`src/hdl/crw_map.svh`:
```
// Purpose: offsets, field positions and codes of the completion record writer
// Assumes: included by bare name
// Notes:   definitions only
`ifndef CRW_MAP_SVH
`define CRW_MAP_SVH
// register byte addresses
`define CRW_REG_CTRL     8'h00
`define CRW_REG_STAT     8'h04
`define CRW_REG_WRCNT    8'h08
`define CRW_REG_SKIPCNT  8'h0C
// control and status bits
`define CRW_CTRL_EN      0
`define CRW_STAT_BUSY    0
`define CRW_STAT_MISAL   1
`define CRW_STAT_ZERO    2
`define CRW_STAT_NOADDR  3
`define CRW_CTRL_RST     1'h1
// record layout
`define CRW_REC_BEATS    4
`define CRW_REC_ALIGN    5
`define CRW_BEAT_SHIFT   3
`define CRW_BEAT_LAST    2'h3
`define CRW_BEAT_FIRST   2'h0
// status codes
`define CRW_ST_SUCCESS   6'h01
`define CRW_ST_SUCC_B    6'h02
`define CRW_ST_SUCC_C    6'h05
`define CRW_ST_XLAT_A    6'h03
`define CRW_ST_XLAT_B    6'h04
`define CRW_ST_XLAT_C    6'h06
`define CRW_ST_XLAT_D    6'h1A
`define CRW_ST_NONE      6'h00
`define CRW_INV_FALLBACK 24'h000001
`endif

```
`src/hdl/crw_pkg.sv`:
```
// Purpose: types and decode functions of the completion record writer
// Assumes: crw_map.svh supplies the codes
// Notes:   shared by the writer and its record packer
`include "crw_map.svh"
package crw_pkg;
  typedef struct packed {
    logic [63:0] rec_addr;
    logic [5:0]  status;
    logic        fault_write;
    logic [7:0]  result;
    logic        result_valid;
    logic        partial;
    logic [31:0] bytes_done;
    logic [63:0] fault_addr;
    logic [23:0] inv_mask;
    logic [31:0] dest_bytes;
    logic        dest_valid;
    logic        is_noop;
    logic        want_record;
    logic        addr_valid;
    logic        want_irq;
    logic        fence;
    logic        in_batch;
  } cmp_req_type;

  typedef struct packed {
    logic [63:0] addr;
    logic [63:0] data;
    logic        last;
  } mem_wr_type;

  typedef enum logic [2:0] {
    ST_IDLE  = 3'b001,
    ST_FENCE = 3'b010,
    ST_BEAT  = 3'b100
  } wr_state_type;

  function automatic logic is_xlat_fault(input logic [5:0] code);
    is_xlat_fault = (code == `CRW_ST_XLAT_A) || (code == `CRW_ST_XLAT_B) ||
                    (code == `CRW_ST_XLAT_C) || (code == `CRW_ST_XLAT_D);
  endfunction

  function automatic logic is_success_class(input logic [5:0] code);
    is_success_class = (code == `CRW_ST_SUCCESS) || (code == `CRW_ST_SUCC_B) ||
                       (code == `CRW_ST_SUCC_C);
  endfunction
endpackage

```
`src/hdl/completion_record_writer.sv`:
```
// Purpose: writes 32-byte completion records for finished descriptors
// Assumes: APB register access, one record in flight at a time
// Notes:   status word goes out last so it never precedes its fields
//
// The implementer's own choices: register access over APB and the register offsets.
`timescale 1ns/1ns
`include "crw_map.svh"
module completion_record_writer #(
  parameter logic [5:0] INV_FLAGS_CODE = 6'h10,
  parameter int         CNT_W          = 16
) (
  input  wire logic                pclk,        // system clock
  input  wire logic                presetn,     // async reset, low
  input  wire logic                psel,        // apb select
  input  wire logic                penable,     // apb access phase
  input  wire logic                pwrite,      // apb write
  input  wire logic [7:0]          paddr,       // apb byte address
  input  wire logic [31:0]         pwdata,      // apb write data
  output logic [31:0]              prdata,      // apb read data
  output logic                     pready,      // apb ready
  output logic                     pslverr,     // apb error
  input  wire logic                req_valid,   // completion offered
  output logic                     req_ready,   // completion taken
  input  crw_pkg::cmp_req_type     req,         // completion content
  input  wire logic                prior_done,  // earlier batch entries done
  output logic                     mw_valid,    // memory write valid
  input  wire logic                mw_ready,    // memory write accepted
  output crw_pkg::mem_wr_type      mw,          // memory write beat
  output logic                     irq_req      // completion interrupt request
);
  import crw_pkg::*;

  // counters wider than a register word cannot be read back
  if (CNT_W < 1 || CNT_W > 32)
  begin : g_cnt_w_check
    $error("CNT_W out of range");
  end

  wr_state_type       state_q;
  cmp_req_type        req_q;
  logic [1:0]         beat_q;
  logic [3:0][63:0]   words;
  logic               en_q;
  logic [3:1]         sticky_q;
  logic [CNT_W-1:0]   wrcnt_q;
  logic [CNT_W-1:0]   skipcnt_q;
  logic               take;
  logic               fence_hold;
  logic               need_rec;
  logic               misal;
  logic               zero_code;
  logic               go_write;
  logic               drop;
  logic               beat_done;
  logic               rec_done;
  logic               apb_setup;
  logic               apb_wr;
  logic               mapped;

  crw_record_packer #(
    .INV_FLAGS_CODE (INV_FLAGS_CODE)
  ) u_packer (
    .req   (req_q),
    .words (words)
  );

  assign take      = req_valid && req_ready;
  assign req_ready = en_q && (state_q == ST_IDLE);
  // fenced entry in a batch holds for earlier ones
  assign fence_hold = req_q.fence && req_q.in_batch && !prior_done;
  // success-class codes skip unless record requested
  assign need_rec  = req_q.addr_valid && (req_q.want_record || !is_success_class(req_q.status));
  // misaligned record address refused, never half written
  assign misal     = req_q.rec_addr[`CRW_REC_ALIGN-1:0] != 5'h00;
  // a zero code would look like an unwritten record
  assign zero_code = req_q.status == `CRW_ST_NONE;
  assign go_write  = (state_q == ST_FENCE) && !fence_hold && need_rec && !misal && !zero_code;
  assign drop      = (state_q == ST_FENCE) && !fence_hold && !go_write;
  assign beat_done = mw_valid && mw_ready;
  assign rec_done  = beat_done && (beat_q == `CRW_BEAT_FIRST);

  always_ff @(posedge pclk or negedge presetn)
  begin
    if (!presetn)
      state_q <= ST_IDLE;
    else
    begin
      case (state_q)
        ST_IDLE:  state_q <= take ? ST_FENCE : ST_IDLE;
        ST_FENCE: state_q <= go_write ? ST_BEAT : (drop ? ST_IDLE : ST_FENCE);
        ST_BEAT:  state_q <= rec_done ? ST_IDLE : ST_BEAT;
        default:  state_q <= ST_IDLE;
      endcase
    end
  end

  always_ff @(posedge pclk or negedge presetn)
  begin
    if (!presetn)
      req_q <= '0;
    else if (take)
      req_q <= req;
  end

  // highest word first, status word last
  always_ff @(posedge pclk or negedge presetn)
  begin
    if (!presetn)
    begin
      beat_q   <= `CRW_BEAT_LAST;
      mw_valid <= 1'b0;
      mw       <= '0;
    end
    else if (go_write)
    begin
      beat_q   <= `CRW_BEAT_LAST;
      mw_valid <= 1'b1;
      mw.addr  <= req_q.rec_addr + (64'(`CRW_BEAT_LAST) << `CRW_BEAT_SHIFT);
      mw.data  <= words[`CRW_BEAT_LAST];
      mw.last  <= 1'b0;
    end
    else if (beat_done)
    begin
      beat_q   <= beat_q - 2'h1;
      mw_valid <= !rec_done;
      mw.addr  <= req_q.rec_addr + (64'(beat_q - 2'h1) << `CRW_BEAT_SHIFT);
      mw.data  <= words[beat_q - 2'h1];
      mw.last  <= (beat_q == 2'h1);
    end
  end

  // no-op gives its interrupt once resolved
  always_ff @(posedge pclk or negedge presetn)
  begin
    if (!presetn)
      irq_req <= 1'b0;
    else
      irq_req <= (rec_done || drop) && req_q.want_irq;
  end

  assign apb_setup = psel && !penable;
  assign apb_wr    = psel && penable && pwrite && pready;
  assign pready    = 1'b1;
  assign mapped    = (paddr == `CRW_REG_CTRL) || (paddr == `CRW_REG_STAT) ||
                     (paddr == `CRW_REG_WRCNT) || (paddr == `CRW_REG_SKIPCNT);
  assign pslverr   = psel && penable && !mapped;

  always_ff @(posedge pclk or negedge presetn)
  begin
    if (!presetn)
      en_q <= `CRW_CTRL_RST;
    else if (apb_wr && paddr == `CRW_REG_CTRL)
      en_q <= pwdata[`CRW_CTRL_EN];
  end

  // refusals are sticky; a new event beats a clear in the same cycle
  always_ff @(posedge pclk or negedge presetn)
  begin
    if (!presetn)
      sticky_q <= 3'h0;
    else
    begin
      if (apb_wr && paddr == `CRW_REG_STAT)
        sticky_q <= sticky_q & ~pwdata[`CRW_STAT_NOADDR:`CRW_STAT_MISAL] |
                    {drop && !req_q.addr_valid, drop && zero_code, drop && misal};
      else
        sticky_q <= sticky_q | {drop && !req_q.addr_valid, drop && zero_code, drop && misal};
    end
  end

  always_ff @(posedge pclk or negedge presetn)
  begin
    if (!presetn)
    begin
      wrcnt_q   <= '0;
      skipcnt_q <= '0;
    end
    else
    begin
      if (rec_done)
        wrcnt_q <= wrcnt_q + 1'b1;
      if (drop)
        skipcnt_q <= skipcnt_q + 1'b1;
    end
  end

  always_ff @(posedge pclk or negedge presetn)
  begin
    if (!presetn)
      prdata <= 32'h0000_0000;
    else if (apb_setup && !pwrite)
    begin
      case (paddr)
        `CRW_REG_CTRL:    prdata <= {31'h0000_0000, en_q};
        `CRW_REG_STAT:    prdata <= {28'h000_0000, sticky_q, state_q != ST_IDLE};
        `CRW_REG_WRCNT:   prdata <= 32'(wrcnt_q);
        `CRW_REG_SKIPCNT: prdata <= 32'(skipcnt_q);
        default:          prdata <= 32'h0000_0000;
      endcase
    end
  end

  // checks
  logic [2:0] beats_seen_q;
  always_ff @(posedge pclk or negedge presetn)
  begin
    if (!presetn)
      beats_seen_q <= 3'h0;
    else if (rec_done)
      beats_seen_q <= 3'h0;
    else if (beat_done)
      beats_seen_q <= beats_seen_q + 3'h1;
  end

  property p_rec_len;
    @(posedge pclk) disable iff (!presetn) rec_done |-> beats_seen_q == 3'h3;
  endproperty
  a_rec_len: assert property (p_rec_len) else $error("record not four beats");

  property p_nonzero;
    @(posedge pclk) disable iff (!presetn) mw_valid && mw.last |-> mw.data[5:0] != 6'h00;
  endproperty
  a_nonzero: assert property (p_nonzero) else $error("zero status written");

  property p_bit6;
    @(posedge pclk) disable iff (!presetn) mw_valid && mw.last |-> !mw.data[6];
  endproperty
  a_bit6: assert property (p_bit6) else $error("status bit 6 set");

  property p_dir;
    @(posedge pclk) disable iff (!presetn)
      mw_valid && mw.last |-> mw.data[7] == (is_xlat_fault(req_q.status) && req_q.fault_write);
  endproperty
  a_dir: assert property (p_dir) else $error("direction bit wrong");

  property p_full_zero;
    @(posedge pclk) disable iff (!presetn)
      mw_valid && mw.last && !req_q.partial |-> mw.data[63:32] == 32'h0000_0000;
  endproperty
  a_full_zero: assert property (p_full_zero) else $error("count nonzero on completion");

  property p_status_last;
    @(posedge pclk) disable iff (!presetn)
      mw_valid |-> (mw.last == (mw.addr[4:0] == 5'h00)) && (!mw.last || beats_seen_q == 3'h3);
  endproperty
  a_status_last: assert property (p_status_last) else $error("status word not last");

  property p_skip;
    @(posedge pclk) disable iff (!presetn)
      state_q == ST_FENCE && !fence_hold && !req_q.want_record && is_success_class(req_q.status)
      |=> state_q == ST_IDLE && !mw_valid;
  endproperty
  a_skip: assert property (p_skip) else $error("success record written unasked");

  property p_fence;
    @(posedge pclk) disable iff (!presetn)
      state_q == ST_FENCE && req_q.fence && req_q.in_batch && !prior_done |=> !mw_valid;
  endproperty
  a_fence: assert property (p_fence) else $error("fence overtaken");

  property p_invmask;
    @(posedge pclk) disable iff (!presetn)
      mw_valid && beat_q == 2'h2 && req_q.status == INV_FLAGS_CODE |-> mw.data[23:0] != 24'h000000;
  endproperty
  a_invmask: assert property (p_invmask) else $error("empty invalid mask");

  c_write: cover property (@(posedge pclk) disable iff (!presetn) rec_done);
  c_drop:  cover property (@(posedge pclk) disable iff (!presetn) drop);
  c_fence: cover property (@(posedge pclk) disable iff (!presetn) fence_hold ##1 go_write);
  c_stall: cover property (@(posedge pclk) disable iff (!presetn) mw_valid && !mw_ready);
endmodule

```
`src/hdl/crw_record_packer.sv`:
```
// Purpose: lays one completion out as four 64-bit words of a 32-byte record
// Assumes: request is held stable by the caller
// Notes:   purely combinational
`timescale 1ns/1ns
`include "crw_map.svh"
module crw_record_packer #(
  parameter logic [5:0] INV_FLAGS_CODE = 6'h10
) (
  input  crw_pkg::cmp_req_type     req,   // completion to encode
  output logic [3:0][63:0]         words  // record words, index = byte offset / 8
);
  import crw_pkg::*;
  logic [7:0]  status_byte;
  logic [7:0]  result_byte;
  logic [31:0] done_cnt;
  logic [23:0] mask_field;

  always_comb
  begin
    // direction bit only for translation faults
    status_byte = {is_xlat_fault(req.status) & req.fault_write, 1'b0, req.status};
    result_byte = (req.result_valid && !req.is_noop) ? req.result : 8'h00;
    // count on partial unless no-op, zero when complete or no-op
    done_cnt = (req.partial && !req.is_noop) ? req.bytes_done : 32'h0000_0000;
    // invalid-flag mask, never empty, else op data
    if (req.status == INV_FLAGS_CODE)
    begin
      mask_field = (req.inv_mask == 24'h000000) ? `CRW_INV_FALLBACK : req.inv_mask;
    end
    else
    begin
      mask_field = req.is_noop ? 24'h000000 : req.inv_mask;
    end
    // bit 6 left zero, code in 5:0
    words[0] = {done_cnt, 16'h0000, result_byte, status_byte};
    words[1] = req.partial ? req.fault_addr : 64'h0000_0000_0000_0000;
    words[2] = {40'h00_0000_0000, mask_field};
    // output length where count cannot give it
    words[3] = req.dest_valid ? {32'h0000_0000, req.dest_bytes} : 64'h0000_0000_0000_0000;
  end
endmodule

```
`config.mk`:
```
export PLATFORM = sky130hd
export DESIGN_NAME = completion_record_writer
export DESIGN_NICKNAME = d
export VERILOG_FILES = /design/src/hdl/crw_pkg.sv /design/src/hdl/completion_record_writer.sv /design/src/hdl/crw_record_packer.sv
export VERILOG_INCLUDE_DIRS = /design/src /design/src/hdl
export SDC_FILE = /design/constraint.sdc
export NUM_CORES = 1
export LEC_CHECK = 0
export BUFFER_PORTS_ARGS = -buffer_cell sky130_fd_sc_hd__buf_2
export CAP_MARGIN = 20
export CORE_ASPECT_RATIO = 0.7
export CORE_MARGIN = 2
export CORE_UTILIZATION = 25
export DETAILED_ROUTE_END_ITERATION = 7
export PLACE_DENSITY_LB_ADDON = 0.15
export SETUP_SLACK_MARGIN = 0.15
export SYNTH_ARGS = -nofsm -noshare
export SYNTH_HDL_FRONTEND = slang
export SYNTH_SLANG_ARGS = --single-unit
```
`constraint.sdc`:
```
create_clock -name pclk -period 5.85 [get_ports pclk]
set_input_delay 1.17 -clock pclk [delete_from_list [all_inputs] [get_ports pclk]]
set_output_delay 1.17 -clock pclk [all_outputs]
set_load 0.01 [all_outputs]
```
==> results of run 1 <==
layout make-up:
cell class              instances  area share [%]
repair buffers                439            8.93
inverters                      20           0.287
flip-flops and latches        428            41.0
multi-input cells            1400            38.0
clock inverters                20           0.828
well taps                    1137            5.44
clock buffers                  70            5.45
diodes                         12           0.115
flip-flops by register name, indices dropped and copies added, names as in the netlist:
signal and count:
prdata 16, req_q 240, state_q 3, skipcnt_q 16, mw_valid 1, irq_req 1, wrcnt_q 16, sticky_q 3
en_q 1, beat_q 2, mw 129
routing by layer:
layer  share of wire [%]  routed length [um]  vias up
met2                  43               30500      431
met5                0.32                 225        -
met3                 7.0                4980      116
li1                    -                   -     7868
met1                  48               33600     8352
met4                 1.8                1290       34
synth_stat cells (all sizes together) (14+ instances only):
cell,number
a21o,29
a211oi,19
nor3,17
mux2,247
a221oi,25
xnor2,50
a21oi,150
clkbuf,89
inv,20
a221o,14
nor2,107
nand4,33
ha,65
a22oi,48
nand3,26
dfrtp,424
xor2,38
buf,50
nand2,227
o21ai,122
worst paths after layout:
path / depth (start not counted) / start / slack [ns] / endpoint
setup reg to reg: 18 / req_q[170] / 0.55 / mw[128]
max in group asynchronous: 2 / presetn / 3.79 / req_q[159]
min in group asynchronous: 1 / presetn / 0.60 / req_q[79]
setup / recovery: 18 / req_q[170] / 0.55 / mw[128]
hold reg to reg: 2 / mw[67] / 0.46 / mw[67]
hold / removal: 2 / mw[67] / 0.46 / mw[67]
critical path, delay by kind of cell (launching register included):
kind	cells	cell delay, ns
buf+inv	1	0.48
flops	1	0.46
fa+ha+maj	1	0.46
simple gates	8	1.63
compound gates	8	2.13
per-stage QoR:
step	power [mW]	std cells	worst slack, ns	util (%)
global placement	3.90	3424	0.0913	29.0
finish	7.01	3526	0.549	31.1
floorplan	3.61	1987	0.515	-
CTS	7.17	3514	0.158	31.0
detailed placement	3.92	3424	0.107	29.0
global route	7.37	3520	0.151	31.1
report_power, final:
| part | internal (mW) | total, mW | switching, mW | leakage, nW |
|---|---|---|---|---|
| logic | 0.291 | 0.619 | 0.328 | 6.25 |
| clock network | 1.83 | 3.15 | 1.32 | 0.806 |
| registers | 3.13 | 3.24 | 0.110 | 5.90 |
cell families (layout without fill, tap and decap cells):
| kind of cell | after synthesis | count (layout) | synth area share [%] |
|---|---|---|---|
| xor+xnor | 88 | 88 | 3.63 |
| mux | 248 | 248 | 13.2 |
| other cells | 2 | 29 | 0.0354 |
| compound gates | 502 | 502 | 15.4 |
| buf+inv | 159 | 549 | 3.28 |
| simple gates | 479 | 479 | 10.1 |
| flops | 428 | 428 | 50.5 |
| fa+ha+maj | 66 | 66 | 3.93 |
==> metrics.md, run 1 <==
| Metric | Value |
|---|---|
| Outcome | `finished, final reports clean` |
| Crit-path max FO | `38` |
| Largest net degree at the start of global routing | `137` |
| Initial Utilization | `approximately a quarter` |
| Slowest stage cell, crit path | `buf_4` |
| First-pass GRT wire length | `106,000 um` |
| CP peak stage delay | `0.48 ns` |
| Yosys top cell area share | `50.0%` |
| DRT iter0 DRCs | `approximately 950` |
| Synthesis Warnings | `0` |
| Port Buffer Count | `about 410` |
| Worst EP required | `6.35 ns` |
| Met1 Use GR | `between 20% and 30%` |
| DRT Pass-1 Iters | `5` |
| Largest cells by area after synthesis | `dfrtp_1 (50%), mux2_2 (13%), nand2_1 (4.0%), ha_1 (3.8%), a21oi_1 (3.5%)` |
| GR Util met2 | `23.7%` |
| Main flop type after synthesis | `dfrtp_1` |
| Area of the multi-input gates | `between 0.009 and 0.01 mm2` |
| H-tree Lvls | `2` |
| Later-pin clock latency in the skew report | `roughly 0.60 ns` |
| Flop and latch count out of synthesis | `approximately 430` |
| Layout Cell Area excl Fill | `about 0.026 mm2` |
| Root Driver | `clkbuf_16` |
| Area growth from synthesis to layout | `23.3%` |
| Max-slew violation total from the final report | `0` |
| Worst hold slack | `approximately 0.46 ns` |
| Area after DPL | `~0.024 mm2` |
| Min-delay worst type | `reg2reg` |
| DR vias | `~17,000` |
| Top Ports | `between 400 and 500` |
| RSZ-0062 raised after global routing | `false` |
| Final net count | `2,692` |
| Setup crit start kind | `flip-flop` |
| Die Ht | `~250 um` |
| Slew of the pin with the lowest slew margin | `1.08 ns` |
| CTS max path bufs | `3` |
| Commonest non-fill, non-tap cells in the layout | `dfrtp_1 (424), buf_2 (407), mux2_2 (247)` |
| Mean Syn Cell Area | `around 11 um2` |
| Fmax | `0.189 GHz` |
| Total wire length | `around 71,000 um` |
| Register area | `between 0.01 and 0.015 mm2` |
| Final Hold Viols | `0` |
| Mapped Area | `0.0212 mm2` |
| Power Dens Cells | `268 mW/mm2` |
| Slew HR | `between 20 and 30%` |
| Layout filler cell count | `slightly below 9,000` |
| Asr flop ratio synth | `between 90% and 100%` |
| # setup viols final | `0` |
| CTS buffer count | `49` |
| Vias in the first global route | `approximately 17,000` |
| Post-CTS Setup Bufs | `0` |
| Initial antenna violation count | `33` |
| Cts repair resizes | `0` |
| Via/cell ratio | `~4.8` |
| CTS tree | `done` |
| Max-Cap Viols | `0` |
| Crit Path Category | `reg2reg` |
| Core footprint | `around 0.084 mm2` |
| CTS Hold Bufs | `0` |
| # DRC | `0` |
| Number of flops mapped to enable cells by yosys | `0` |
| Max IR drop VDD | `0.220 mV` |
| Crit path DAT | `just under 6 ns` |
| Area leader, netlist | `dfrtp_1` |
| Clock sinks | `about 430` |
| Crit path cell chain | `nor4_1 > nand2_1 > nand3_1 > a31oi_2 > nand3_2 > and2_4 > buf_4 > ha_2 > a21oi_1 > nor3_1 > a211oi_1 > o41a_1 > nand3_1 > o21ai_2 > o31ai_4 > a31oi_1 > nor2_1 > a211oi_1` |
| Full die area | `0.0872 mm2` |
| Row count | `a little under 90` |
| Clock slew at the register clock pins of the worst setup and hold paths | `roughly 0.06 ns` |
| Total congestion overflow | `0` |
| Die width | `roughly 350 um` |
| Post-DP HPWL | `50,400 um` |
| Gate Count Post-Synth | `about 2,000` |
| Routed Antenna Nets | `0` |
| Crit. End Element | `flip-flop` |
| Routability congestion estimate | `0.897` |
| Worst Skew | `0.0229 ns` |
| GRT met3 Usage | `between 5 and 6%` |
| Layer with the highest usage | `met2` |
| Final TNS setup | `0 ns` |
| Lkg Pwr | `13.0 nW` |
| Share of layout cells above drive strength 1 | `about a third` |
| WL/cell | `~20 um` |
| Tcrit/Tclk final | `about nine tenths` |
| GR Util All Layers | `15.8%` |
| Most common cell after layout, fill and taps aside | `dfrtp_1` |
| Post-synthesis sequential area ratio | `between 50 and 60%` |
| Library cells used by synthesis | `73` |
| Final min period | `5.30 ns` |
Power figures use the tool's default switching activity.
==> run 2: changes to the inputs <==
CORE_MARGIN = 10   (was 2)
==> metrics.md, run 2 (synthesis gave the netlist of run 1 again) <==
| Metric | Value |
|---|---|
| Vias in the first global route | `17,400 (+2.1%)` |
| Fmax | `0.189 GHz (about the same)` |
| Later-pin clock latency in the skew report | `0.61 ns (about the same)` |
| Post-CTS Setup Bufs | `0 (unchanged)` |
| First-pass GRT wire length | `111,000 um (+4.1%)` |
| Largest register FFs | `240 (unchanged)` |
| # DRC | `0 (unchanged)` |
| # setup viols final | `0 (unchanged)` |
| Initial Utilization | `25.2% (unchanged)` |
| Clock sinks | `428 (unchanged)` |
| Crit-path max FO | `24 (-37%)` |
| RSZ-0062 raised after global routing | `false` |
| Tcrit/Tclk final | `90.7% (about the same)` |
| Total wire length | `73,200 um (+3.6%)` |
| Slew HR | `25.1% (-2.8 points)` |
| Min-delay worst type | `reg2reg` |
| Largest net degree at the start of global routing | `124 (-9.5%)` |
| Worst EP required | `6.35 ns (about the same)` |
| Most common cell after layout, fill and taps aside | `dfrtp_1` |
| DP Worst Slack | `0.140 ns (+0.0329 ns)` |
| Power Total | `6.99 mW (-0.23%)` |
| CTS tree | `done` |
| Uppermost routed layer | `met5` |
| Final Hold Viols | `0 (unchanged)` |
| Crit. End Element | `flip-flop` |
| Met2 WL post-DR | `32,400 um (+6.2%)` |
| Max-slew violation total from the final report | `0 (unchanged)` |
| Root Driver | `clkbuf_16` |
| Clock slew at the register clock pins of the worst setup and hold paths | `0.06 ns (about the same)` |
| Port Buffer Count | `408 (unchanged)` |
| Max IR drop VDD | `0.187 mV (-15%)` |
| Final min period | `5.30 ns (+0.00185 ns)` |
| Lkg Pwr | `13.0 nW (+0.10%)` |
| Crit Path Category | `reg2reg` |
| Worst Skew | `0.0291 ns (+0.00617 ns)` |
| DR vias | `16,900 (+0.37%)` |
| Slowest stage cell, crit path | `nor4_1` |
| Die Ht | `264 um (+6.5%)` |
| Finished Layout Cells | `3,517 (-0.26%)` |
| Max-Cap Viols | `0 (unchanged)` |
| WL/cell | `20.8 um (+3.9%)` |
| GR Util All Layers | `14.5% (-1.3 points)` |
| CP peak stage delay | `0.49 ns (about the same)` |
| Fin util | `31.1% (about the same)` |
| WL met3 | `5940 um (+19%)` |
| Top Ports | `454 (unchanged)` |
| Share of layout cells above drive strength 1 | `33.2% (-0.53 points)` |
| Via/cell ratio | `4.79 (+0.63%)` |
| Area growth from synthesis to layout | `23.2% (about the same)` |
| Setup crit start kind | `flip-flop` |
| Final net count | `2,692 (unchanged)` |
| Power Dens Cells | `267 mW/mm2 (-0.16%)` |
| Routed Antenna Nets | `0 (unchanged)` |
| Outcome | `finished, final reports clean` |
| Final TNS setup | `0 ns (unchanged)` |
| CTS buffer count | `48 (-2.0%)` |
| Dpl cells | `3,424 (unchanged)` |
| Full die area | `0.0971 mm2 (+11%)` |
| Total congestion overflow | `0 (unchanged)` |
| Post-DP HPWL | `53,700 um (+6.5%)` |
| Met1 WL | `33,700 um (+0.23%)` |
| DRT iter0 DRCs | `1,081 (+14%)` |
| H-tree Lvls | `2 (unchanged)` |
| Crit path DAT | `5.80 ns (about the same)` |
| Routability congestion estimate | `0.865 (-3.6%)` |
| Die width | `368 um (+4.5%)` |
| Initial antenna violation count | `27 (-18%)` |
| Commonest non-fill, non-tap cells in the layout | `dfrtp_1 (424), buf_2 (407), mux2_2 (247)` |
| Core footprint | `0.0842 mm2 (unchanged)` |
| Row count | `89 (unchanged)` |
| Largest regs | `req_q: 240 flops, mw: 129 flops` |
| Crit path cell chain | `nor4_1 > nand2_1 > nand3_1 > a31oi_2 > nand3_2 > and2_4 > buf_4 > buf_4 > ha_1 > a21o_1 > nor3_1 > a21boi_0 > o211ai_1 > nor3_1 > nor2_1 > nor2_1 > o21bai_1 > o2111a_1 > a211oi_1` |
| Slew of the pin with the lowest slew margin | `1.12 ns (+0.0378 ns)` |
| Worst setup margin | `0.547 ns (-0.00185 ns)` |
| Top reg by flops | `req_q` |
| DRT Pass-1 Iters | `5 (unchanged)` |
| CTS max path bufs | `3 (unchanged)` |
## run 2: layer usage
layer	GRT usage, %	up-vias
li1	-	7856
met1	19.9	8444
met2	22.3	440
met3	4.82	92
met4	2.57	32
met5	0	-
## run 2: path summary, 6_finish.rpt
| check | startpoint | end | slack (ns) | cells after the start |
|---|---|---|---|---|
| min reg2reg | mw[65] | mw[65] | 0.47 | 2 |
| min | mw[65] | mw[65] | 0.47 | 2 |
| max | req_q[170] | mw[127] | 0.55 | 19 |
| max in group asynchronous | presetn | mw[115] | 3.94 | 2 |
| min in group asynchronous | presetn | req_q[80] | 0.64 | 1 |
| max reg2reg | req_q[170] | mw[127] | 0.55 | 19 |
## run 2: metrics by stage
| step | instance area, um2 | hold WS (ns) |
|---|---|---|
| after floorplan | 21300 | 0.442 |
| after global placement | 24500 | 0.452 |
| after detailed placement | 24500 | 0.458 |
| after CTS | 26100 | 0.470 |
| after global routing | 26100 | 0.483 |
| final | 26100 | 0.465 |
## run 2: critical path, delay by kind of cell, from the launching register on
family,cells,cell delay (ns)
buf+inv,2,0.71
simple gates,9,2.17
flops,1,0.47
compound gates,7,1.43
fa+ha+maj,1,0.36
## run 2: repair_timing
action                                 CTS  global route
setup endpoints to repair                0             6
endpoints found under the hold margin    0             0
hold buffers                             0             0
gates resized for setup                  0             4
## run 2: layout make-up
| class | count | area [um2] |
|---|---|---|
| Antenna cell | 7 | 17.5 |
| Multi-Input combinational cell | 1400 | 9920 |
| Timing Repair Buffer | 440 | 2370 |
| Inverter | 20 | 75.1 |
| Fill cell | 8764 | 58000 |
| Sequential cell | 428 | 10700 |
| Clock inverter | 10 | 170 |
| Clock buffer | 75 | 1440 |
| Tap cell | 1137 | 1420 |
## run 2: power by group
part | switching (mW) | internal [mW]
clock | 1.30 | 1.83
sequential | 0.110 | 3.13
combinational | 0.336 | 0.290
total | 1.75 | 5.24
==> run 3: changes to the inputs <==
CORE_MARGIN = not set   (was 10)
==> metrics.md, run 3 (synthesis gave the netlist of run 1 again) <==
| Metric | Value |
|---|---|
| Outcome | `finished, final reports clean` |
| Dpl cells | `3,415 (-0.26%)` |
| Logic pwr share | `8.7% (-0.2 points)` |
| Crit-path max FO | `22 (-8.3%)` |
| Max-Cap Viols | `0 (unchanged)` |
| Worst setup margin | `0.464 ns (-0.0832 ns)` |
| Commonest non-fill, non-tap cells in the layout | `dfrtp_1 (424), buf_2 (407), mux2_2 (247)` |
| Slew of the pin with the lowest slew margin | `1.02 ns (-0.104 ns)` |
| DR vias | `16,800 (-0.11%)` |
| Row count | `88 (-1.1%)` |
| Power Dens Cells | `270 mW/mm2 (+1.1%)` |
| Clock sinks | `428 (unchanged)` |
| Die Ht | `246 um (-6.8%)` |
| Share of layout cells above drive strength 1 | `33.6% (+0.32 points)` |
| Layout Cell Area excl Fill | `0.0262 mm2 (+0.12%)` |
| Finished Layout Cells | `3,515 (-0.057%)` |
| Fin util | `31.4% (+0.39 points)` |
| Final net count | `2,695 (+0.11%)` |
| H-tree Lvls | `2 (unchanged)` |
| Later-pin clock latency in the skew report | `0.60 ns (about the same)` |
| Worst hold slack | `0.470 ns (+0.00470 ns)` |
| Routability congestion estimate | `0.912 (+5.5%)` |
| Clock share of power | `45.5% (+0.7 points)` |
| HP Start | `skipcnt_q[15]` |
| Final min period | `5.39 ns (+0.0832 ns)` |
| Largest register FFs | `240 (unchanged)` |
| DP Worst Slack | `0.324 ns (+0.184 ns)` |
| Cells on worst reg2reg path | `19 (unchanged)` |
| Slew HR | `32.0% (+6.9 points)` |
| Worst r2r src | `req_q[177]` |
| Setup crit start kind | `flip-flop` |
| Critical Path Source | `req_q[177]` |
| Fmax | `0.186 GHz (-1.5%)` |
| Final Hold Viols | `0 (unchanged)` |
| # DRC | `0 (unchanged)` |
| Net Sw Frac | `25.1% (+0.12 points)` |
| WL/cell | `19.9 um (-4.6%)` |
| Area after DPL | `0.0245 mm2 (about the same)` |
| DRT iter0 DRCs | `913 (-16%)` |
| Vias in the first global route | `16,800 (-3.0%)` |
| Largest regs | `req_q: 240 flops, mw: 129 flops` |
| Post-DP HPWL | `50,500 um (-5.9%)` |
| Top reg by flops | `req_q` |
| Die width | `350 um (-4.9%)` |
| Routed Antenna Nets | `0 (unchanged)` |
| Crit path DAT | `5.88 ns (+0.08 ns)` |
| Most common cell after layout, fill and taps aside | `dfrtp_1` |
| Port Buffer Count | `408 (unchanged)` |
| Via/cell ratio | `4.79 (about the same)` |
| Total congestion overflow | `0 (unchanged)` |
| Total wire length | `69,800 um (-4.6%)` |
| CTS buffer count | `49 (+2.1%)` |
| Sw power | `1.78 mW (+1.7%)` |
| Tcrit/Tclk final | `92.1% (+1.4 points)` |
| Top Ports | `454 (unchanged)` |
| CTS tree | `done` |
| Clock slew at the register clock pins of the worst setup and hold paths | `0.06 ns (about the same)` |
| R2R Path End | `mw[128]` |
| CTS max path bufs | `3 (unchanged)` |
| Full die area | `0.0861 mm2 (-11%)` |
| Crit. End Element | `flip-flop` |
| Reg power frac | `45.8% (-0.5 points)` |
| Endpoint of the worst setup timing path | `mw[128]` |
| Max-slew violation total from the final report | `0 (unchanged)` |
| RSZ-0062 raised after global routing | `false` |
| Core footprint | `0.0832 mm2 (-1.1%)` |
| Initial antenna violation count | `31 (+15%)` |
| Worst EP required | `6.35 ns (about the same)` |
| Root Driver | `clkbuf_16` |
| Initial Utilization | `25.5% (+0.29 points)` |
| Max IR drop VDD | `0.193 mV (+3.6%)` |
| CTS Hold Bufs | `0 (unchanged)` |
| Area growth from synthesis to layout | `23.4%` |
| First-pass GRT wire length | `105,000 um (-5.1%)` |
| Power Total | `7.08 mW (+1.2%)` |
| Lkg Pwr | `13.0 nW (+0.23%)` |
| Int Pwr | `5.30 mW (+1.1%)` |
| GR Util All Layers | `15.9% (+1.4 points)` |
| Crit Path Category | `reg2reg` |
| # setup viols final | `0 (unchanged)` |
| Worst Skew | `0.0205 ns (-0.00855 ns)` |
| DRT Pass-1 Iters | `5 (unchanged)` |
| Largest net degree at the start of global routing | `122 (-1.6%)` |
| Reg2reg setup slack | `0.46 ns (-0.08 ns)` |
| Min-delay worst type | `reg2reg` |
| Final TNS setup | `0 ns (unchanged)` |
-- run 3: power groups by stage --
stage	logic, mW	clock network (mW)	registers, mW
finish	0.619	3.22	3.24
global route	0.691	3.47	3.26
CTS	0.632	3.35	3.24
detailed placement	0.629	0	3.29
global placement	0.616	0	3.28
floorplan	0.362	0	3.25
-- run 3: worst max-delay path: stages, from the launching register on --
cell      delay (ns)
dfrtp_1         0.39
or4_1           0.52
nor2_1          0.12
buf_4           0.15
nand3_1         0.09
a31oi_2         0.26
nand3_2         0.22
and2_4          0.31
buf_4           0.27
ha_1            0.43
a21oi_1         0.40
nor3_1          0.12
a211oi_1        0.40
o41a_1          0.26
nand3_1         0.09
o21ai_1         0.47
o31ai_4         0.16
a31oi_1         0.36
nor2_1          0.10
a211oi_1        0.17
-- run 3: metal layers --
| layer | GRT usage, % | wire length (um) | vias up |
|---|---|---|---|
| li1 | - | - | 7881 |
| met1 | 22.5 | 33300 | 8384 |
| met2 | 23.2 | 29700 | 428 |
| met3 | 4.92 | 5090 | 119 |
| met4 | 4.23 | 1480 | 34 |
| met5 | 0 | 229 | - |
-- run 3: timing repair --
item,CTS,global route
gates resized for setup,0,5
endpoints found under the hold margin,0,0
setup buffers,0,0
endpoints found under the setup margin,0,9
-- run 3: worst min-delay path by stage --
stage | endpoint | slack, ns | cells after the start
after floorplan | wrcnt_q[15] | 0.44 | 1
after global placement | mw[67] | 0.45 | 2
after detailed placement | skipcnt_q[15] | 0.46 | 1
after CTS | skipcnt_q[15] | 0.47 | 1
after global routing | skipcnt_q[15] | 0.48 | 1
final | skipcnt_q[15] | 0.47 | 1
-- run 3: final cells by class --
class                      count  area (um2)
fill                        8646       57100
timing repair buffer         442        2360
clock inverter                21         273
antenna                       10        25.0
tap                         1125        1410
multi-input combinational   1400        9930
inverter                      20        75.1
sequential                   428       10700
clock buffer                  69        1390
